File: config.mk
export PLATFORM = sky130hd
export DESIGN_NAME = cpm_top
export DESIGN_NICKNAME = d
export VERILOG_FILES = /design/src/hdl/cpm_pkg.sv /design/src/hdl/cpm_clk_div.sv /design/src/hdl/cpm_top.sv
export VERILOG_INCLUDE_DIRS = /design/src /design/src/hdl
export SDC_FILE = /design/constraint.sdc
export NUM_CORES = 1
export LEC_CHECK = 0
export ABC_AREA = 1
export BUFFER_PORTS_ARGS = -buffer_cell sky130_fd_sc_hd__buf_4
export CORE_ASPECT_RATIO = 1.5
export CORE_MARGIN = 1
export CORE_UTILIZATION = 40
export DETAILED_ROUTE_END_ITERATION = 16
export GPL_TIMING_DRIVEN = 0
export PLACE_DENSITY = 0.72
export SYNTH_ARGS = -nofsm -noshare
export SYNTH_HDL_FRONTEND = slang
export SYNTH_SLANG_ARGS = --single-unit
File: constraint.sdc
create_clock -name sys_clk -period 1.7 [get_ports sys_clk]
set_input_delay 0.085 -clock sys_clk [delete_from_list [all_inputs] [get_ports sys_clk]]
set_output_delay 0.085 -clock sys_clk [all_outputs]
set_load 0.01 [all_outputs]
File: src/hdl/cpm_cfg.svh
// constants for the cpu clock and power manager
`ifndef CPM_CFG_SVH
`define CPM_CFG_SVH

// power control register bit positions
`define CPM_PCTL_LIGHT_SLEEP_BIT  0
`define CPM_PCTL_DEEP_SLEEP_BIT   1
`define CPM_PCTL_POWER_ON_BIT     4
`define CPM_PCTL_BROWNOUT_BIT     5
// auxiliary control one bit positions
`define CPM_AUX1_BO_IRQ_BIT       5
`define CPM_AUX1_BO_DISABLE_BIT   6
// machine cycle lengths in cpu clocks
`define CPM_CLKS_PER_MC_FAST      6
`define CPM_CLKS_PER_MC_LEGACY    12
// oscillator stability counts in clocks
`define CPM_OSC_WAIT_CRYSTAL      11'h400
`define CPM_OSC_WAIT_RC           11'h100
// divider reset value
`define CPM_DIVIDER_RESET         8'h00

`endif

File: src/hdl/cpm_pkg.sv
// types for the cpu clock and power manager
package cpm_pkg;

    typedef enum logic [1:0] {
        CPM_RUN   = 2'b00,
        CPM_IDLE  = 2'b01,
        CPM_DOWN  = 2'b10,
        CPM_WAKE  = 2'b11
    } cpm_state_e;

    typedef struct packed {
        logic       brownout_disable;
        logic       brownout_irq_select;
    } cpm_aux_s;

    typedef struct packed {
        logic       global_int_enable;
        logic       brownout_int_enable;
    } cpm_ien_s;

    typedef struct packed {
        logic       brownout_flag;
        logic       power_on_flag;
        logic       deep_sleep_request;
        logic       light_sleep_request;
    } cpm_pctl_s;

endpackage

File: src/hdl/cpm_clk_div.sv
// cpu clock enable generator: legacy halving and programmable divider
`timescale 1ns/1ps
`default_nettype none
`include "cpm_cfg.svh"

module cpm_clk_div (
    input  wire logic       sys_clk,                   // oscillator clock
    input  wire logic       rst,                       // sync reset
    input  wire logic       run,                       // oscillator running
    input  wire logic       legacy_timing_select,      // halve cpu clock
    input  wire logic [7:0] cpu_clock_divider_value,   // divider value n
    output logic            cpu_clk_en                 // one pulse per cpu clock
);

    // ----------------------------------------
    // divider counter
    // ----------------------------------------
    logic [8:0] cnt_ff;
    logic [8:0] term_ff;
    logic [8:0] nxt_term;

    // divide ratio minus one; n>0 gives 2*(n+1), doubled again in legacy
    always_comb begin
        if (cpu_clock_divider_value == 8'h00) begin
            nxt_term = 9'h000; // RULE_03
        end else begin
            nxt_term = {cpu_clock_divider_value, 1'b1}; // RULE_04
        end
    end

    // terminal count is only reloaded at a boundary so no pulse is cut short
    always_ff @(posedge sys_clk) begin
        if (rst) begin
            cnt_ff  <= 9'h000;
            term_ff <= 9'h000;
        end else if (run) begin
            if (cnt_ff >= term_ff) begin
                cnt_ff  <= 9'h000;
                term_ff <= nxt_term; // RULE_24 RULE_05
            end else begin
                cnt_ff <= cnt_ff + 9'h001;
            end
        end
    end

    // ----------------------------------------
    // legacy halving
    // ----------------------------------------
    logic half_ff;

    always_ff @(posedge sys_clk) begin
        if (rst) begin
            half_ff <= 1'b0;
        end else if (run && cnt_ff >= term_ff && legacy_timing_select) begin
            half_ff <= ~half_ff; // RULE_01
        end
    end

    // peripherals take the same enable, so timer rates follow too
    assign cpu_clk_en = run && (cnt_ff >= term_ff) && (!legacy_timing_select || half_ff); // RULE_01 RULE_02

endmodule
`default_nettype wire

File: src/hdl/cpm_top.sv
// cpu clock and power manager top
// Summary of operation
// RULE_01: legacy bit halves cpu clock, 12-clock cycles
// RULE_02: halving also slows peripheral timing
// RULE_03: divider zero passes oscillator clock
// RULE_04: divider n divides by 2*(n+1)
// RULE_05: divider changes never stall execution
// RULE_06: brownout resets, or interrupts when selected
// RULE_07: reset held while detector stays asserted
// RULE_08: one interrupt on detector rising edge
// RULE_09: brownout irq needs global and local enables
// RULE_10: brownout sets sticky flag, software clears
// RULE_11: brownout disable kills reset and interrupt
// RULE_12: power-on sets sticky flag, software clears
// RULE_13: light sleep request enters idle
// RULE_14: idle ends on enabled interrupt or reset
// RULE_15: deep sleep request stops oscillator
// RULE_16: power down exits on reset or wake irq
// RULE_17: watchdog may reset during power down
// RULE_18: brownout in power down resets or wakes
// RULE_19: wake waits 1024 or 256 clocks
// RULE_20: brownout, watchdog, analog stay on in power down
// RULE_21: software prefers reset wake after retention
// RULE_22: sleep request bits self-clear on exit
// RULE_23: brownout flag bit 5, power-on bit 4
// RULE_24: divider changes land on clock boundary
`timescale 1ns/1ps
`default_nettype none
`include "cpm_cfg.svh"

module cpm_top (
    input  wire logic                  sys_clk,                  // oscillator clock
    input  wire logic                  rst,                      // sync reset
    input  wire logic                  power_on_detect,          // power-on detector pulse
    input  wire logic                  brownout_detect,          // brownout detector level
    input  wire logic                  watchdog_overflow,        // watchdog overflow pulse
    input  wire logic                  osc_is_crystal,           // crystal oscillator option
    input  wire logic                  legacy_timing_select,     // config: 12-clock cycles
    input  wire logic [7:0]            cpu_clock_divider_value,  // divider value
    input  wire cpm_pkg::cpm_aux_s     auxiliary_control_one,    // brownout controls
    input  wire cpm_pkg::cpm_ien_s     interrupt_enable_zero,    // interrupt enables
    input  wire logic                  pctl_wr,                  // power control write strobe
    input  wire logic [7:0]            pctl_wdata,               // power control write data
    input  wire logic                  enabled_irq_pending,      // any enabled irq pending
    input  wire logic                  wake_irq_pending,         // wake irq, enabled, above level
    output logic [7:0]                 power_control_reg,        // power control readback
    output cpm_pkg::cpm_pctl_s         pctl_status,              // flag and request bits
    output logic                       cpu_reset,                // processor reset
    output logic                       brownout_irq,             // brownout irq pulse
    output logic                       cpu_clk_en,               // cpu clock enable
    output logic                       periph_clk_en,            // peripheral clock enable
    output logic                       osc_enable,               // main oscillator on
    output logic                       power_down_active,        // in power down
    output logic                       idle_active               // in idle
);

    // ----------------------------------------
    // brownout detection
    // ----------------------------------------
    logic bo_seen_ff;
    logic bo_live;
    logic bo_rise;
    logic bo_reset;

    // disable gates the detector out entirely
    assign bo_live  = brownout_detect && !auxiliary_control_one.brownout_disable; // RULE_11 RULE_20
    assign bo_rise  = bo_live && !bo_seen_ff;
    assign bo_reset = bo_live && !auxiliary_control_one.brownout_irq_select; // RULE_06 RULE_07 RULE_18

    always_ff @(posedge sys_clk) begin
        if (rst) begin
            bo_seen_ff <= 1'b0;
        end else begin
            bo_seen_ff <= bo_live;
        end
    end

    logic bo_irq_ff;

    // edge only, so a long sag gives one request
    always_ff @(posedge sys_clk) begin
        if (rst) begin
            bo_irq_ff <= 1'b0;
        end else begin
            bo_irq_ff <= bo_rise && auxiliary_control_one.brownout_irq_select; // RULE_06 RULE_08
        end
    end

    logic bo_irq_serviceable;
    assign bo_irq_serviceable = bo_irq_ff && interrupt_enable_zero.global_int_enable
                                && interrupt_enable_zero.brownout_int_enable; // RULE_09
    assign brownout_irq = bo_irq_serviceable;

    // ----------------------------------------
    // reset generation
    // ----------------------------------------
    logic rst_ff;

    // watchdog runs off its own oscillator, so it acts even in power down
    always_ff @(posedge sys_clk) begin
        if (rst) begin
            rst_ff <= 1'b1;
        end else begin
            rst_ff <= bo_reset || watchdog_overflow || power_on_detect; // RULE_07 RULE_17
        end
    end

    assign cpu_reset = rst_ff || bo_reset; // RULE_07 RULE_18

    // ----------------------------------------
    // power control flags
    // ----------------------------------------
    logic bo_flag_ff;
    logic po_flag_ff;

    // set beats a simultaneous software clear
    always_ff @(posedge sys_clk) begin
        if (rst) begin
            bo_flag_ff <= 1'b0;
        end else if (bo_live || power_on_detect) begin
            bo_flag_ff <= 1'b1; // RULE_10 RULE_23
        end else if (pctl_wr && !pctl_wdata[`CPM_PCTL_BROWNOUT_BIT]) begin
            bo_flag_ff <= 1'b0;
        end
    end

    always_ff @(posedge sys_clk) begin
        if (rst) begin
            po_flag_ff <= 1'b0;
        end else if (power_on_detect) begin
            po_flag_ff <= 1'b1; // RULE_12
        end else if (pctl_wr && !pctl_wdata[`CPM_PCTL_POWER_ON_BIT]) begin
            po_flag_ff <= 1'b0;
        end
    end

    // ----------------------------------------
    // power reduction state machine
    // ----------------------------------------
    cpm_pkg::cpm_state_e state_ff;
    cpm_pkg::cpm_state_e nxt_state;
    logic [10:0]         wait_ff;
    logic [10:0]         wait_len;
    logic                req_idle;
    logic                req_down;
    logic                wake_src;
    logic                div_en;

    assign req_idle = pctl_wr && pctl_wdata[`CPM_PCTL_LIGHT_SLEEP_BIT];
    assign req_down = pctl_wr && pctl_wdata[`CPM_PCTL_DEEP_SLEEP_BIT];
    // brownout wakes only when configured as an interrupt and enabled
    assign wake_src = wake_irq_pending || bo_irq_serviceable; // RULE_16 RULE_18
    assign wait_len = osc_is_crystal ? `CPM_OSC_WAIT_CRYSTAL : `CPM_OSC_WAIT_RC;

    always_comb begin
        nxt_state = state_ff;
        unique case (state_ff)
            cpm_pkg::CPM_RUN: begin
                if (req_down) begin
                    nxt_state = cpm_pkg::CPM_DOWN; // RULE_15
                end else if (req_idle) begin
                    nxt_state = cpm_pkg::CPM_IDLE; // RULE_13
                end
            end
            cpm_pkg::CPM_IDLE: begin
                if (enabled_irq_pending || bo_irq_serviceable) begin
                    nxt_state = cpm_pkg::CPM_RUN; // RULE_14
                end
            end
            cpm_pkg::CPM_DOWN: begin
                if (wake_src) begin
                    nxt_state = cpm_pkg::CPM_WAKE; // RULE_16
                end
            end
            cpm_pkg::CPM_WAKE: begin
                if (wait_ff == 11'h001) begin
                    nxt_state = cpm_pkg::CPM_RUN; // RULE_19
                end
            end
        endcase
        if (cpu_reset) begin
            nxt_state = cpm_pkg::CPM_RUN; // RULE_14 RULE_16
        end
    end

    always_ff @(posedge sys_clk) begin
        if (rst) begin
            state_ff <= cpm_pkg::CPM_RUN;
        end else begin
            state_ff <= nxt_state;
        end
    end

    // oscillator restarts at once; cpu waits for the stability count
    always_ff @(posedge sys_clk) begin
        if (rst) begin
            wait_ff <= 11'h000;
        end else if (state_ff == cpm_pkg::CPM_DOWN && nxt_state == cpm_pkg::CPM_WAKE) begin
            wait_ff <= wait_len; // RULE_19
        end else if (state_ff == cpm_pkg::CPM_WAKE && wait_ff != 11'h000) begin
            wait_ff <= wait_ff - 11'h001;
        end
    end

    // ----------------------------------------
    // clock enables and outputs
    // ----------------------------------------
    // real silicon stops the oscillator; here the enables freeze instead
    assign osc_enable = (state_ff != cpm_pkg::CPM_DOWN); // RULE_15 RULE_19

    cpm_clk_div u_div (
        .sys_clk                 (sys_clk),
        .rst                     (rst),
        .run                     (osc_enable),
        .legacy_timing_select    (legacy_timing_select),
        .cpu_clock_divider_value (cpu_clock_divider_value),
        .cpu_clk_en              (div_en)
    );

    assign periph_clk_en     = div_en; // RULE_02 RULE_13
    assign cpu_clk_en        = div_en && (state_ff == cpm_pkg::CPM_RUN); // RULE_13 RULE_19
    assign power_down_active = (state_ff == cpm_pkg::CPM_DOWN);
    assign idle_active       = (state_ff == cpm_pkg::CPM_IDLE);

    // light request reads set in idle, deep request through power down and the wake wait; both clear on return to run
    always_comb begin
        pctl_status.brownout_flag       = bo_flag_ff;
        pctl_status.power_on_flag       = po_flag_ff;
        pctl_status.deep_sleep_request  = (state_ff == cpm_pkg::CPM_DOWN) || (state_ff == cpm_pkg::CPM_WAKE); // RULE_22
        pctl_status.light_sleep_request = (state_ff == cpm_pkg::CPM_IDLE); // RULE_22
    end

    always_comb begin
        power_control_reg = 8'h00;
        power_control_reg[`CPM_PCTL_BROWNOUT_BIT]    = pctl_status.brownout_flag; // RULE_23
        power_control_reg[`CPM_PCTL_POWER_ON_BIT]    = pctl_status.power_on_flag; // RULE_23
        power_control_reg[`CPM_PCTL_DEEP_SLEEP_BIT]  = pctl_status.deep_sleep_request;
        power_control_reg[`CPM_PCTL_LIGHT_SLEEP_BIT] = pctl_status.light_sleep_request;
    end

endmodule
`default_nettype wire

==> results of run 1 <==
-- sequential cells by signal, summed over array words and instances (netlist names) --
| signal | cells |
|---|---|
| bo_seen_ff | 1 |
| bo_flag_ff | 1 |
| u_div.cnt_ff | 9 |
| state_ff | 2 |
| wait_ff | 11 |
| rst_ff | 1 |
| u_div.half_ff | 1 |
| u_div.term_ff | 9 |
| bo_irq_ff | 1 |
| po_flag_ff | 1 |
-- where the power goes --
| part | leakage (nW) | internal, W | switching [W] |
|---|---|---|---|
| logic | 1.09 | 0.000754 | 0.000864 |
| registers | 0.308 | 0.00100 | 0.0000775 |
| clock network | 0.0681 | 0.000583 | 0.000320 |
| total | 1.46 | 0.00234 | 0.00126 |
-- synth_stat cells, types with 4 or more instances --
| master | number |
|---|---|
| nand3b_1 | 13 |
| inv_1 | 43 |
| nor2_1 | 52 |
| nand2_1 | 57 |
| clkbuf_1 | 4 |
| nor3_1 | 5 |
| xor2_1 | 9 |
| nor4_1 | 4 |
| a21oi_1 | 12 |
| buf_4 | 11 |
| nor2_2 | 4 |
| dfxtp_1 | 37 |
| nand4_1 | 8 |
| o21ai_0 | 6 |
| nand3_1 | 14 |
| ha_1 | 13 |
-- worst max-delay path, cell delays in order, from the launching register on --
cell and delay, ps:
dfxtp_2 340, inv_2 50, ha_4 270, nand2_2 50, nor2_2 130, nand3b_1 100
nand4_1 160, buf_6 130, nand3_4 70, nor3_4 140, buf_6 120
-- worst max-delay path by stage --
stage | to | slack [ps]
floorplan | cpu_clk_en | 50
global placement | cpu_clk_en | -230
detailed placement | cpu_clk_en | -250
CTS | cpu_clk_en | -260
global route | cpu_clk_en | -350
finish | cpu_clk_en | -240
-- logic make-up after synthesis --
logic type	synth area share, %
fa+ha+maj	7.38
compound gates	5.45
simple gates	36.7
other cells	0.170
flops	33.6
xor+xnor	4.37
buf+inv	12.3
-- layout make-up --
cell class | instances | share of cell area (%)
Clock buffer | 5 | 2.32
Clock inverter | 3 | 2.19
Sequential cell | 37 | 25.6
Buffer | 16 | 3.66
Timing Repair Buffer | 48 | 12.5
Multi-Input combinational cell | 217 | 45.1
Inverter | 45 | 5.68
Tap cell | 68 | 2.86
-- per-stage QoR --
stage | hold WS (ps) | utilization (%) | power, W
2_1_floorplan | 181 | - | 0.00189
3_3_place_gp | 274 | 49.8 | 0.00219
3_5_place_dp | 280 | 49.8 | 0.00222
4_1_cts | 36.0 | 56.1 | 0.00342
5_1_grt | 42.0 | 57.1 | 0.00387
6_report | 43.4 | 57.1 | 0.00360
-- layer usage --
metal,up-vias,GRT usage [%],share of wire [%]
li1,1088,-,-
met1,936,19.0,40
met2,28,36.7,55
met3,12,4.19,2.6
met4,0,8.53,2.8
met5,-,0,0
-- timing repair --
action	CTS	global route
hold buffers	2	0
endpoints found under the setup margin	20	21
gates cloned	0	0
setup buffers	3	4
resized for setup	41	7
pin swaps	14	6
endpoints found under the hold margin	1	0
==> qor.yml, run 1 <==
setup_viol: 18
vias: 2064
grt_pass1_wl_mm: 8.76
antenna_found_initial: 0
grt_remaining_overflow: 0
period_share_pct: 114
synth_cell_type_count: 30
area_growth_pct: 34.9
rsz0062_at_grt: "true"
layout_min_cycle_time_ps: 1940
worstRegToRegCells: 11
r2r_start: "u_div.term_ff[2]"
crit_path_max_fanout: 3
hold_violations: 0
power-per-cell-area_nw_per_um2: 1210
hold_path_end: "bo_irq_ff"
start_util_pct: 42.3
routed_via_density: 4.70
postSynthCellCount: 312
drt_pass1_iterations: 4
io_buffers: 39
core_sq_um: 5200
htreeDepth: 2
seq_area_frac_synth_pct: 33.6
skew_ps: 9.30
drive_above_1_share_pct: 32.6
dp_cells: 422
layout_setup_ws_ps: -243
ir_drop_mv: 0.524
whs_path_depth: 3
rows: 32
final_common_cell: "buf_4"
synth.area.top_cells: "dfxtp_1 (34%), nand2_1 (9.7%), nor2_1 (8.9%), ha_1 (7.4%), inv_1 (7.3%)"
fin_nets: 413
drtAntennaViolNets: 0
p_leak_nw: 1.46
fp.dieH_microns: 92.9
synth.avg_cell_area_sq_um: 7.06
drc_errors: 0
clock_latency_ps: 300
ff_latch_area_sq_um: 761
r2r-end: "u_div.term_ff[1]"
fill_cells: 484
hp-start: "auxiliary_control_one[0]"
grt.total_usage_pct: 19.0
fin_tns_setup_ps: -1530
max-cap-violations: 0
ios: 49
drt-total-wl_mm: 5.04
place_congestion: 0.789
place_ws_ps: -254
antenna_cells: 0
async_flop_share_pct: 0
synth_flop_cell: "dfxtp_1"
crit_type: "reg2out"
design_area_sq_um: 2970
first_global_vias: 2012
critPathLaunchType: "flip-flop"
crit_start: "u_div.term_ff[6]"
grt_max_degree: 13
clockBufferDepth: 2
layout_common_cells: "buf_4 (55), nand2_1 (54), nor2_1 (51)"
status: "finished with violations"
synth_seq_cells: 37
multiInputGateArea_sq_um: 1340
hpwl_mm: 3.70
clock-sinks: 37
final_cells: 439
die_x_microns: 62.6
drt_iter0_drc: 79
dieArea_sq_um: 5820
clock.fmax_mhz: 515
syn_area_sq_um: 2200
clockRootBuffer: "clkbuf_8"
worstSetupEndpointType: "output port"
postPlaceCellArea_sq_um: 2590
synth_top_area_share_pct: 33.6
yosysWarnings: 0
cp.arrival_ps: 1860
hold_path.class: "in2reg"
slew_viol_final: 0
regToRegSetupSlack_ps: -150
violations: "negative setup slack"
tritoncts: "done"
numCtsBuffers: 5
required_ps: 1620
synth_edf_count: 0
path_clk_slew_ps: 80
wl_per_cell_microns: 11.5
synth_area_leader_cell: "dfxtp_1"
(Power assumes the default switching activity.)
==> run 2: changes to the inputs <==
- ABC_AREA: 1 -> unset
==> run 2 against run 1 <==
The flow still finishes with violations (negative setup slack); hold slack better by 3.3 ps; power rose by 3.2%; clock skew shrank 1.7 ps; sequential cell count unchanged; via count decreased by 6.4%; worst setup slack better by 11 ps; register-to-register slack worse by 70 ps; cell count down 14%; area after synthesis decreased by 6.6%; clock power down 12%; global-route usage is 0.96 points higher; critical path type unchanged; highest routed layer unchanged.
==> qor.yml, run 2 <==
status: "finished with violations"  # unchanged
violations: "negative setup slack"  # unchanged
final_cells: 376  # was 439
yosysWarnings: 0  # unchanged
skew_ps: 7.65  # was 9.30 ps
ir_drop_mv: 1.47  # was 0.524 mV
htreeDepth: 2  # unchanged
synth_top_area_share_pct: 36.0  # was 33.6%
die_x_microns: 60.6  # was 62.6 microns
crit_path_max_fanout: 4  # was 3
clockRootBuffer: "clkbuf_8"  # unchanged
drc_errors: 0  # unchanged
async_flop_share_pct: 0  # unchanged
rows: 31  # was 32
fin_nets: 352  # was 413
max_stage_delay_ps: 360  # was 340 ps
period_share_pct: 114  # about the same
synth_cell_type_count: 44  # was 30
synthMuxAreaShare_pct: 1.52  # was 0%
drt_pass1_iterations: 4  # unchanged
drive_above_1_share_pct: 40.3  # was 32.6%
p_leak_nw: 1.22  # was 1.46 nW
final_common_cell: "buf_4"  # unchanged
path_cells: "ha_4 -> a21o_1 -> a211oi_2 -> o211a_4 -> buf_6 -> nor3_4 -> buf_6"  # was inv_2 -> ha_4 -> nand2_2 -> nor2_2 -> nand3b_1 -> nand4_1 -> buf_6 -> nand3_4 -> nor3_4 -> buf_6
clock_latency_ps: 300  # about the same
crit_type: "reg2out"  # unchanged
routed_via_density: 5.14  # was 4.70
synth.area.top_cells: "dfxtp_1 (36%), ha_1 (7.9%), nor2_1 (4.6%), buf_4 (4.4%), a21oi_1 (3.9%)"  # was dfxtp_1 (34%), nand2_1 (9.7%), nor2_1 (8.9%), ha_1 (7.4%), inv_1 (7.3%)
synth_flop_cell: "dfxtp_1"  # unchanged
synth_most_common_cell: "dfxtp_1"  # was nand2_1
synth-compound-area-share_pct: 13.3  # was 5.45%
setup_viol: 21  # was 18
max-cap-violations: 0  # unchanged
hold_path.class: "in2reg"  # unchanged
clockPowerShare_pct: 21.4  # was 25.1%
power.share.sequential_pct: 28.7  # was 30.0%
synth_fa_ha_area_share_pct: 7.91  # was 7.38%
power-per-cell-area_nw_per_um2: 1260  # was 1210 nW/um^2
clock.fmax_mhz: 518  # was 515 MHz
synthTopCellsByCount: "dfxtp_1 (37), nor2_1 (25), a21oi_1 (16), inv_1 (15), nor3_1 (15)"  # was nand2_1 (57), nor2_1 (52), inv_1 (43), dfxtp_1 (37), nand3_1 (14)
largest_reg_flops: 11  # unchanged
hp-start: "power_on_detect"  # was auxiliary_control_one[0]
crit_family: "compound AO/OA/AOI/OAI gates"  # was simple AND/OR/NAND/NOR gates
postSynthCellCount: 246  # was 312
critPathLaunchType: "flip-flop"  # unchanged
grt_max_degree: 12  # was 13
dieArea_sq_um: 5440  # was 5820 sq um
top_regs: "wait_ff x11, u_div.cnt_ff x9, u_div.term_ff x9"  # unchanged
drt_iter0_drc: 56  # was 79
syn_area_sq_um: 2060  # was 2200 sq um
grt.total_usage_pct: 20.0  # was 19.0%
yosys.area_share.simple_pct: 25.9  # was 36.7%
crit_start: "u_div.cnt_ff[6]"  # was u_div.term_ff[6]
path_common_cell: "buf_6"  # unchanged
final_core_util_pct: 60.1  # was 57.1%
top_register: "wait_ff"  # unchanged
rsz0062_at_grt: "true"  # unchanged
wl_per_cell_microns: 13.7  # was 11.5 microns
synth.avg_cell_area_sq_um: 8.36  # was 7.06 sq um
core_sq_um: 4890  # was 5200 sq um
slew-limit-headroom_pct: 60.6
cp_num_buf_inv: 2  # was 3
drtAntennaViolNets: 0  # unchanged
regToRegSetupSlack_ps: -220  # was -150 ps
seq_area_frac_synth_pct: 36.0  # was 33.6%
ios: 49  # unchanged
internal_power_w: 0.00238  # was 0.00234 W
fp.dieH_microns: 89.8  # was 92.9 microns
worstMarginPinSlew_ps: 592
switching_share_pct: 36.0  # was 35.1%
antenna_found_initial: 0  # unchanged
antenna_cells: 0  # unchanged
r2r-end: "u_div.term_ff[5]"  # was u_div.term_ff[1]
hold_violations: 0  # unchanged
path_clk_slew_ps: 80  # about the same
tritoncts: "done"  # unchanged
p_comb_share_pct: 49.9  # was 44.9%
layout_setup_ws_ps: -232  # was -243 ps
place_ws_ps: -300  # was -254 ps
clock-sinks: 37  # unchanged
first_global_vias: 1863  # was 2012
cp.arrival_ps: 1850  # was 1860 ps
drt-total-wl_mm: 5.14  # was 5.04 mm
worstSetupEndpointType: "output port"  # unchanged
worstRegToRegCells: 10  # was 11
crit_cells: 7  # was 10
place_congestion: 0.817  # was 0.789
start_util_pct: 42.1  # was 42.3%
clockBufferDepth: 2  # unchanged
synth_area_leader_cell: "dfxtp_1"  # unchanged
layout_common_cells: "buf_4 (60), dfxtp_1 (25), nor2_1 (24)"  # was buf_4 (55), nand2_1 (54), nor2_1 (51)
switchingPower_w: 0.00134  # was 0.00126 W
grt_remaining_overflow: 0  # unchanged
slew_viol_final: 0  # unchanged
dp_cells: 355  # was 422
synth_edf_count: 0  # unchanged
required_ps: 1620  # about the same
layout_min_cycle_time_ps: 1930  # was 1940 ps
endpoint: "cpu_clk_en"  # unchanged
synth-xor-area-share_pct: 5.54  # was 4.37%
grt_pass1_wl_mm: 8.27  # was 8.76 mm
vias: 1932  # was 2064
p_total_w: 0.00372  # was 0.00360 W
synth_top_family_by_area: "simple AND/OR/NAND/NOR gates"  # unchanged
numCtsBuffers: 5  # unchanged
hpwl_mm: 3.49  # was 3.70 mm
io_buffers: 40  # was 39
r2r_start: "u_div.term_ff[6]"  # was u_div.term_ff[2]
area_growth_pct: 42.9  # was 34.9%
synth_seq_cells: 37  # unchanged
cp_slowest_cell: "dfxtp_4"  # was dfxtp_2
[run 2: cell types whose count changed after synthesis, moves of 5 or more]
cell / previous run / this run
nand2_1: 57 / 12
inv_1: 43 / 15
nor2_1: 52 / 25
nand3b_1: 13 / 0
nor3_1: 5 / 15
o21ai_1: 0 / 8
xnor2_1: 2 / 9
and3_1: 0 / 6
xor2_1: 9 / 4
[run 2: area by class of cell]
type / instances / area (sq um)
multi-input combinational: 175 / 1350
clock inverter: 1 / 30.0
clock buffer: 7 / 86.3
fill: 420 / 1950
timing repair buffer: 53 / 414
sequential: 37 / 761
tap: 66 / 82.6
buffer: 21 / 155
inverter: 16 / 65.1
[run 2: how the worst min path moves through the flow]
stage / end / slack [ps] / cells after the start
2_1_floorplan: rst_ff / 190 / 1
3_3_place_gp: rst_ff / 280 / 2
3_5_place_dp: rst_ff / 280 / 2
4_1_cts: u_div.term_ff[7] / 50 / 3
5_1_grt: wait_ff[8] / 50 / 3
6_report: po_flag_ff / 50 / 3
[run 2: cells by family after synthesis]
kind of cell | Yosys count
AO/OA/AOI/OAI | 46
buffers and inverters | 37
adder cells (fa/ha/maj) | 13
AND/OR/NAND/NOR | 96
multiplexers | 3
XOR/XNOR | 13
other | 1
flip-flops | 37
[run 2: power by group through the flow]
stage	Clock [W]	Combinational (W)	Sequential [W]
floorplan	0	0.000814	0.00105
global placement	0	0.00111	0.00106
detailed placement	0	0.00113	0.00106
CTS	0.000808	0.00167	0.00105
global route	0.000861	0.00199	0.00108
finish	0.000795	0.00186	0.00107
[run 2: worst register-to-register path, cell delays in order, from the launching register on]
cell and delay [ps]:
dfxtp_2 340, inv_2 50, ha_4 260, and3_4 200, nand3_4 70, buf_4 140
buf_4 120, o211ai_1 160, buf_4 190, nand3_1 110, a21oi_1 200
[run 2: metrics by stage]
step	hold slack (ps)	instance area, sq um	TNS, ps
6_report	46.7	2940	-2550
5_1_grt	51.0	2940	-3820
4_1_cts	50.1	2840	-1380
3_5_place_dp	284	2460	-5070
3_3_place_gp	285	2460	-3940
2_1_floorplan	190	2080	-37.6
[run 2: repair_timing]
item,4_1_cts,5_1_grt
setup endpoints to repair,30,31
gates resized for setup,40,25
hold buffers,2,0
endpoints found under the hold margin,1,0
pin swaps,19,9
setup buffers,9,3
[run 2: metal layers]
layer | up-vias | share of wire, % | global-route usage (%)
li1 | 978 | - | -
met5 | - | 0 | 0
met2 | 43 | 55 | 34.8
met1 | 902 | 39 | 22.5
met4 | 0 | 2.2 | 7.20
met3 | 9 | 3.4 | 5.18
==> run 3: changes to the inputs <==
- BUFFER_PORTS_ARGS: -buffer_cell sky130_fd_sc_hd__buf_4 -> unset
- CTS_CLUSTER_DIAMETER: unset -> 100
- DONT_BUFFER_PORTS: unset -> 1
- PLACE_DENSITY: 0.72 -> 0.64
==> run 3 against run 2 <==
First-iteration DRC count shrank 1.8%; global-route usage grew 0.25 points; critical path depth stayed put; cell count shrank 6.9%; the run still ends with negative setup slack left; combinational power rose by 5%; power fell by 1.8%; fmax is 3.2% higher; hold slack lost 31 ps; register-to-register slack better by 60 ps; largest cell class unchanged.
==> qor.yml, run 3 (same netlist as run 2, synthesis figures left out) <==
power-per-cell-area_nw_per_um2: 1310  # was 1260 nW/um^2
antenna_found_initial: 0  # unchanged
period_share_pct: 110  # was 114%
routed_via_density: 5.22  # was 5.14
crit_type: "reg2out"  # unchanged
timing.hold.ws_ps: 15.5  # was 46.7 ps
antenna_cells: 0  # unchanged
crit_start: "u_div.term_ff[5]"  # was u_div.cnt_ff[6]
hold_path.class: "in2reg"  # unchanged
first_global_vias: 1786  # was 1863
fin_nets: 327  # was 352
skew_ps: 4.05  # was 7.65 ps
vias: 1828  # was 1932
slew-limit-headroom_pct: 60.3  # was 60.6%
dieArea_sq_um: 5440  # unchanged
clockRootBuffer: "clkbuf_8"  # unchanged
drt-total-wl_mm: 5.20  # was 5.14 mm
endpoint: "cpu_clk_en"  # unchanged
htreeDepth: 2  # unchanged
status: "finished with violations"  # unchanged
power.share.sequential_pct: 29.1  # was 28.7%
numCtsBuffers: 5  # unchanged
grt_max_degree: 11  # was 12
ir_drop_mv: 1.13  # was 1.47 mV
postPlaceCellArea_sq_um: 2160  # was 2460 sq um
worstSetupEndpointType: "output port"  # unchanged
clock-sinks: 37  # unchanged
final_cells: 350  # was 376
max-cap-violations: 0  # unchanged
ios: 49  # unchanged
clock_latency_ps: 290  # was 300 ps
p_leak_nw: 1.08  # was 1.22 nW
io_buffers: 0  # was 40
core_sq_um: 4890  # unchanged
worstRegToRegCells: 9  # was 10
drt_pass1_iterations: 4  # unchanged
ff_latch_area_sq_um: 762  # was 761 sq um
crit_path_max_fanout: 7  # was 4
multiInputGateArea_sq_um: 1380  # was 1350 sq um
hpwl_mm: 3.36  # was 3.49 mm
critPathLaunchType: "flip-flop"  # unchanged
drc_errors: 0  # unchanged
top_register: "wait_ff"  # unchanged
die_x_microns: 60.6  # unchanged
internal_power_w: 0.00224  # was 0.00238 W
place_congestion: 0.820  # was 0.817
regToRegSetupSlack_ps: -160  # was -220 ps
tritoncts: "done"  # unchanged
grt.total_usage_pct: 20.3  # was 20.0%
rows: 31  # unchanged
drt_iter0_drc: 55  # was 56
fp.dieH_microns: 89.8  # unchanged
clockPowerShare_pct: 17.1  # was 21.4%
fill_cells: 458  # was 420
layout_common_cells: "buf_4 (27), nor2_1 (24), dfxtp_1 (24)"  # was buf_4 (60), dfxtp_1 (25), nor2_1 (24)
design_area_sq_um: 2780  # was 2940 sq um
violations: "negative setup slack"  # unchanged
largest_reg_flops: 11  # unchanged
required_ps: 1620  # about the same
grt_remaining_overflow: 0  # unchanged
p_total_w: 0.00365  # was 0.00372 W
final_common_cell: "buf_4"  # unchanged
grt_pass1_wl_mm: 8.22  # was 8.27 mm
slew_viol_final: 0  # unchanged
area_growth_pct: 35.3  # was 42.9%
path_clk_slew_ps: 70  # was 80 ps
p_comb_share_pct: 53.8  # was 49.9%
wl_per_cell_microns: 14.8  # was 13.7 microns
clockBufferDepth: 2  # unchanged
rsz0062_at_grt: "true"  # unchanged
top_regs: "wait_ff x11, u_div.cnt_ff x9, u_div.term_ff x9"  # unchanged
start_util_pct: 42.1  # unchanged
clock.fmax_mhz: 534  # was 518 MHz
switching_share_pct: 38.7  # was 36.0%
dp_cells: 315  # was 355
drtAntennaViolNets: 0  # unchanged
switchingPower_w: 0.00141  # was 0.00134 W
hold_violations: 0  # unchanged
setup_viol: 21  # unchanged
r2r-end: "u_div.cnt_ff[1]"  # was u_div.term_ff[5]
cp.arrival_ps: 1790  # was 1850 ps
worstMarginPinSlew_ps: 596  # was 592 ps
drive_above_1_share_pct: 33.8  # was 40.3%
layout_setup_ws_ps: -172  # was -232 ps
layout_min_cycle_time_ps: 1870  # was 1930 ps
fin_tns_setup_ps: -2350  # was -2550 ps
r2r_start: "u_div.term_ff[6]"  # unchanged
run 3: changes by cell type in the layout (fill, tap and decap cells not counted), moves of 4 or more:
cell | previous run | this run
buf_4 | 60 | 27
buf_6 | 7 | 3
dlygate4sd3_1 | 2 | 13
nand3_1 | 9 | 5
nand3_2 | 0 | 4
o21ai_2 | 1 | 5
run 3: repair_timing:
item	CTS	global route
buffers inserted	11	4
gates resized for setup	42	30
endpoints found under the setup margin	30	31
pin swaps	21	14
cloned	0	1
hold endpoints to repair	15	0
hold buffers	13	0
run 3: worst max-delay path, cell delays in order, from the launching register on:
cell and delay [ps]:
dfxtp_2 340, inv_2 50, ha_4 250, and3_4 210
nand3_4 70, o211a_4 270, buf_8 140, nor3_4 170
run 3: layer usage:
| metal | part of all wire [%] | GRT usage, % | vias to the layer above |
|---|---|---|---|
| li1 | - | - | 923 |
| met1 | 39 | 21.6 | 862 |
| met2 | 55 | 35.3 | 31 |
| met3 | 2.7 | 4.17 | 12 |
| met4 | 3.6 | 11.0 | 0 |
| met5 | 0 | 0 | - |
run 3: area by class of cell:
cell class                      instances  area share (%)
Clock buffer                            7            3.10
Multi-Input combinational cell        175            49.7
Inverter                               16            2.43
Tap cell                               66            2.97
Timing Repair Buffer                   29            8.99
Sequential cell                        37            27.4
Buffer                                 20            5.44
run 3: how the worst min path moves through the flow:
stage | from | to | cells after the start
after global placement | power_on_detect | rst_ff | 1
after global routing | pctl_wdata[4] | po_flag_ff | 2
after floorplan | power_on_detect | rst_ff | 1
final | brownout_detect | bo_seen_ff | 2
after CTS | pctl_wdata[4] | po_flag_ff | 2
after detailed placement | power_on_detect | rst_ff | 1
run 3: power groups by stage:
stage	Combinational [W]	Clock, W	Sequential, W
after global routing	0.00213	0.000677	0.00108
after detailed placement	0.00104	0	0.00107
after CTS	0.00173	0.000641	0.00105
after global placement	0.00102	0	0.00106
after floorplan	0.000814	0	0.00105
final	0.00196	0.000625	0.00106
run 3: through the flow:
| step | util, % | worst slack, ps |
|---|---|---|
| 2_1_floorplan | - | -18.8 |
| 6_report | 56.9 | -172 |
| 3_3_place_gp | 44.2 | -232 |
| 5_1_grt | 56.9 | -237 |
| 3_5_place_dp | 44.2 | -269 |
| 4_1_cts | 53.8 | -151 |
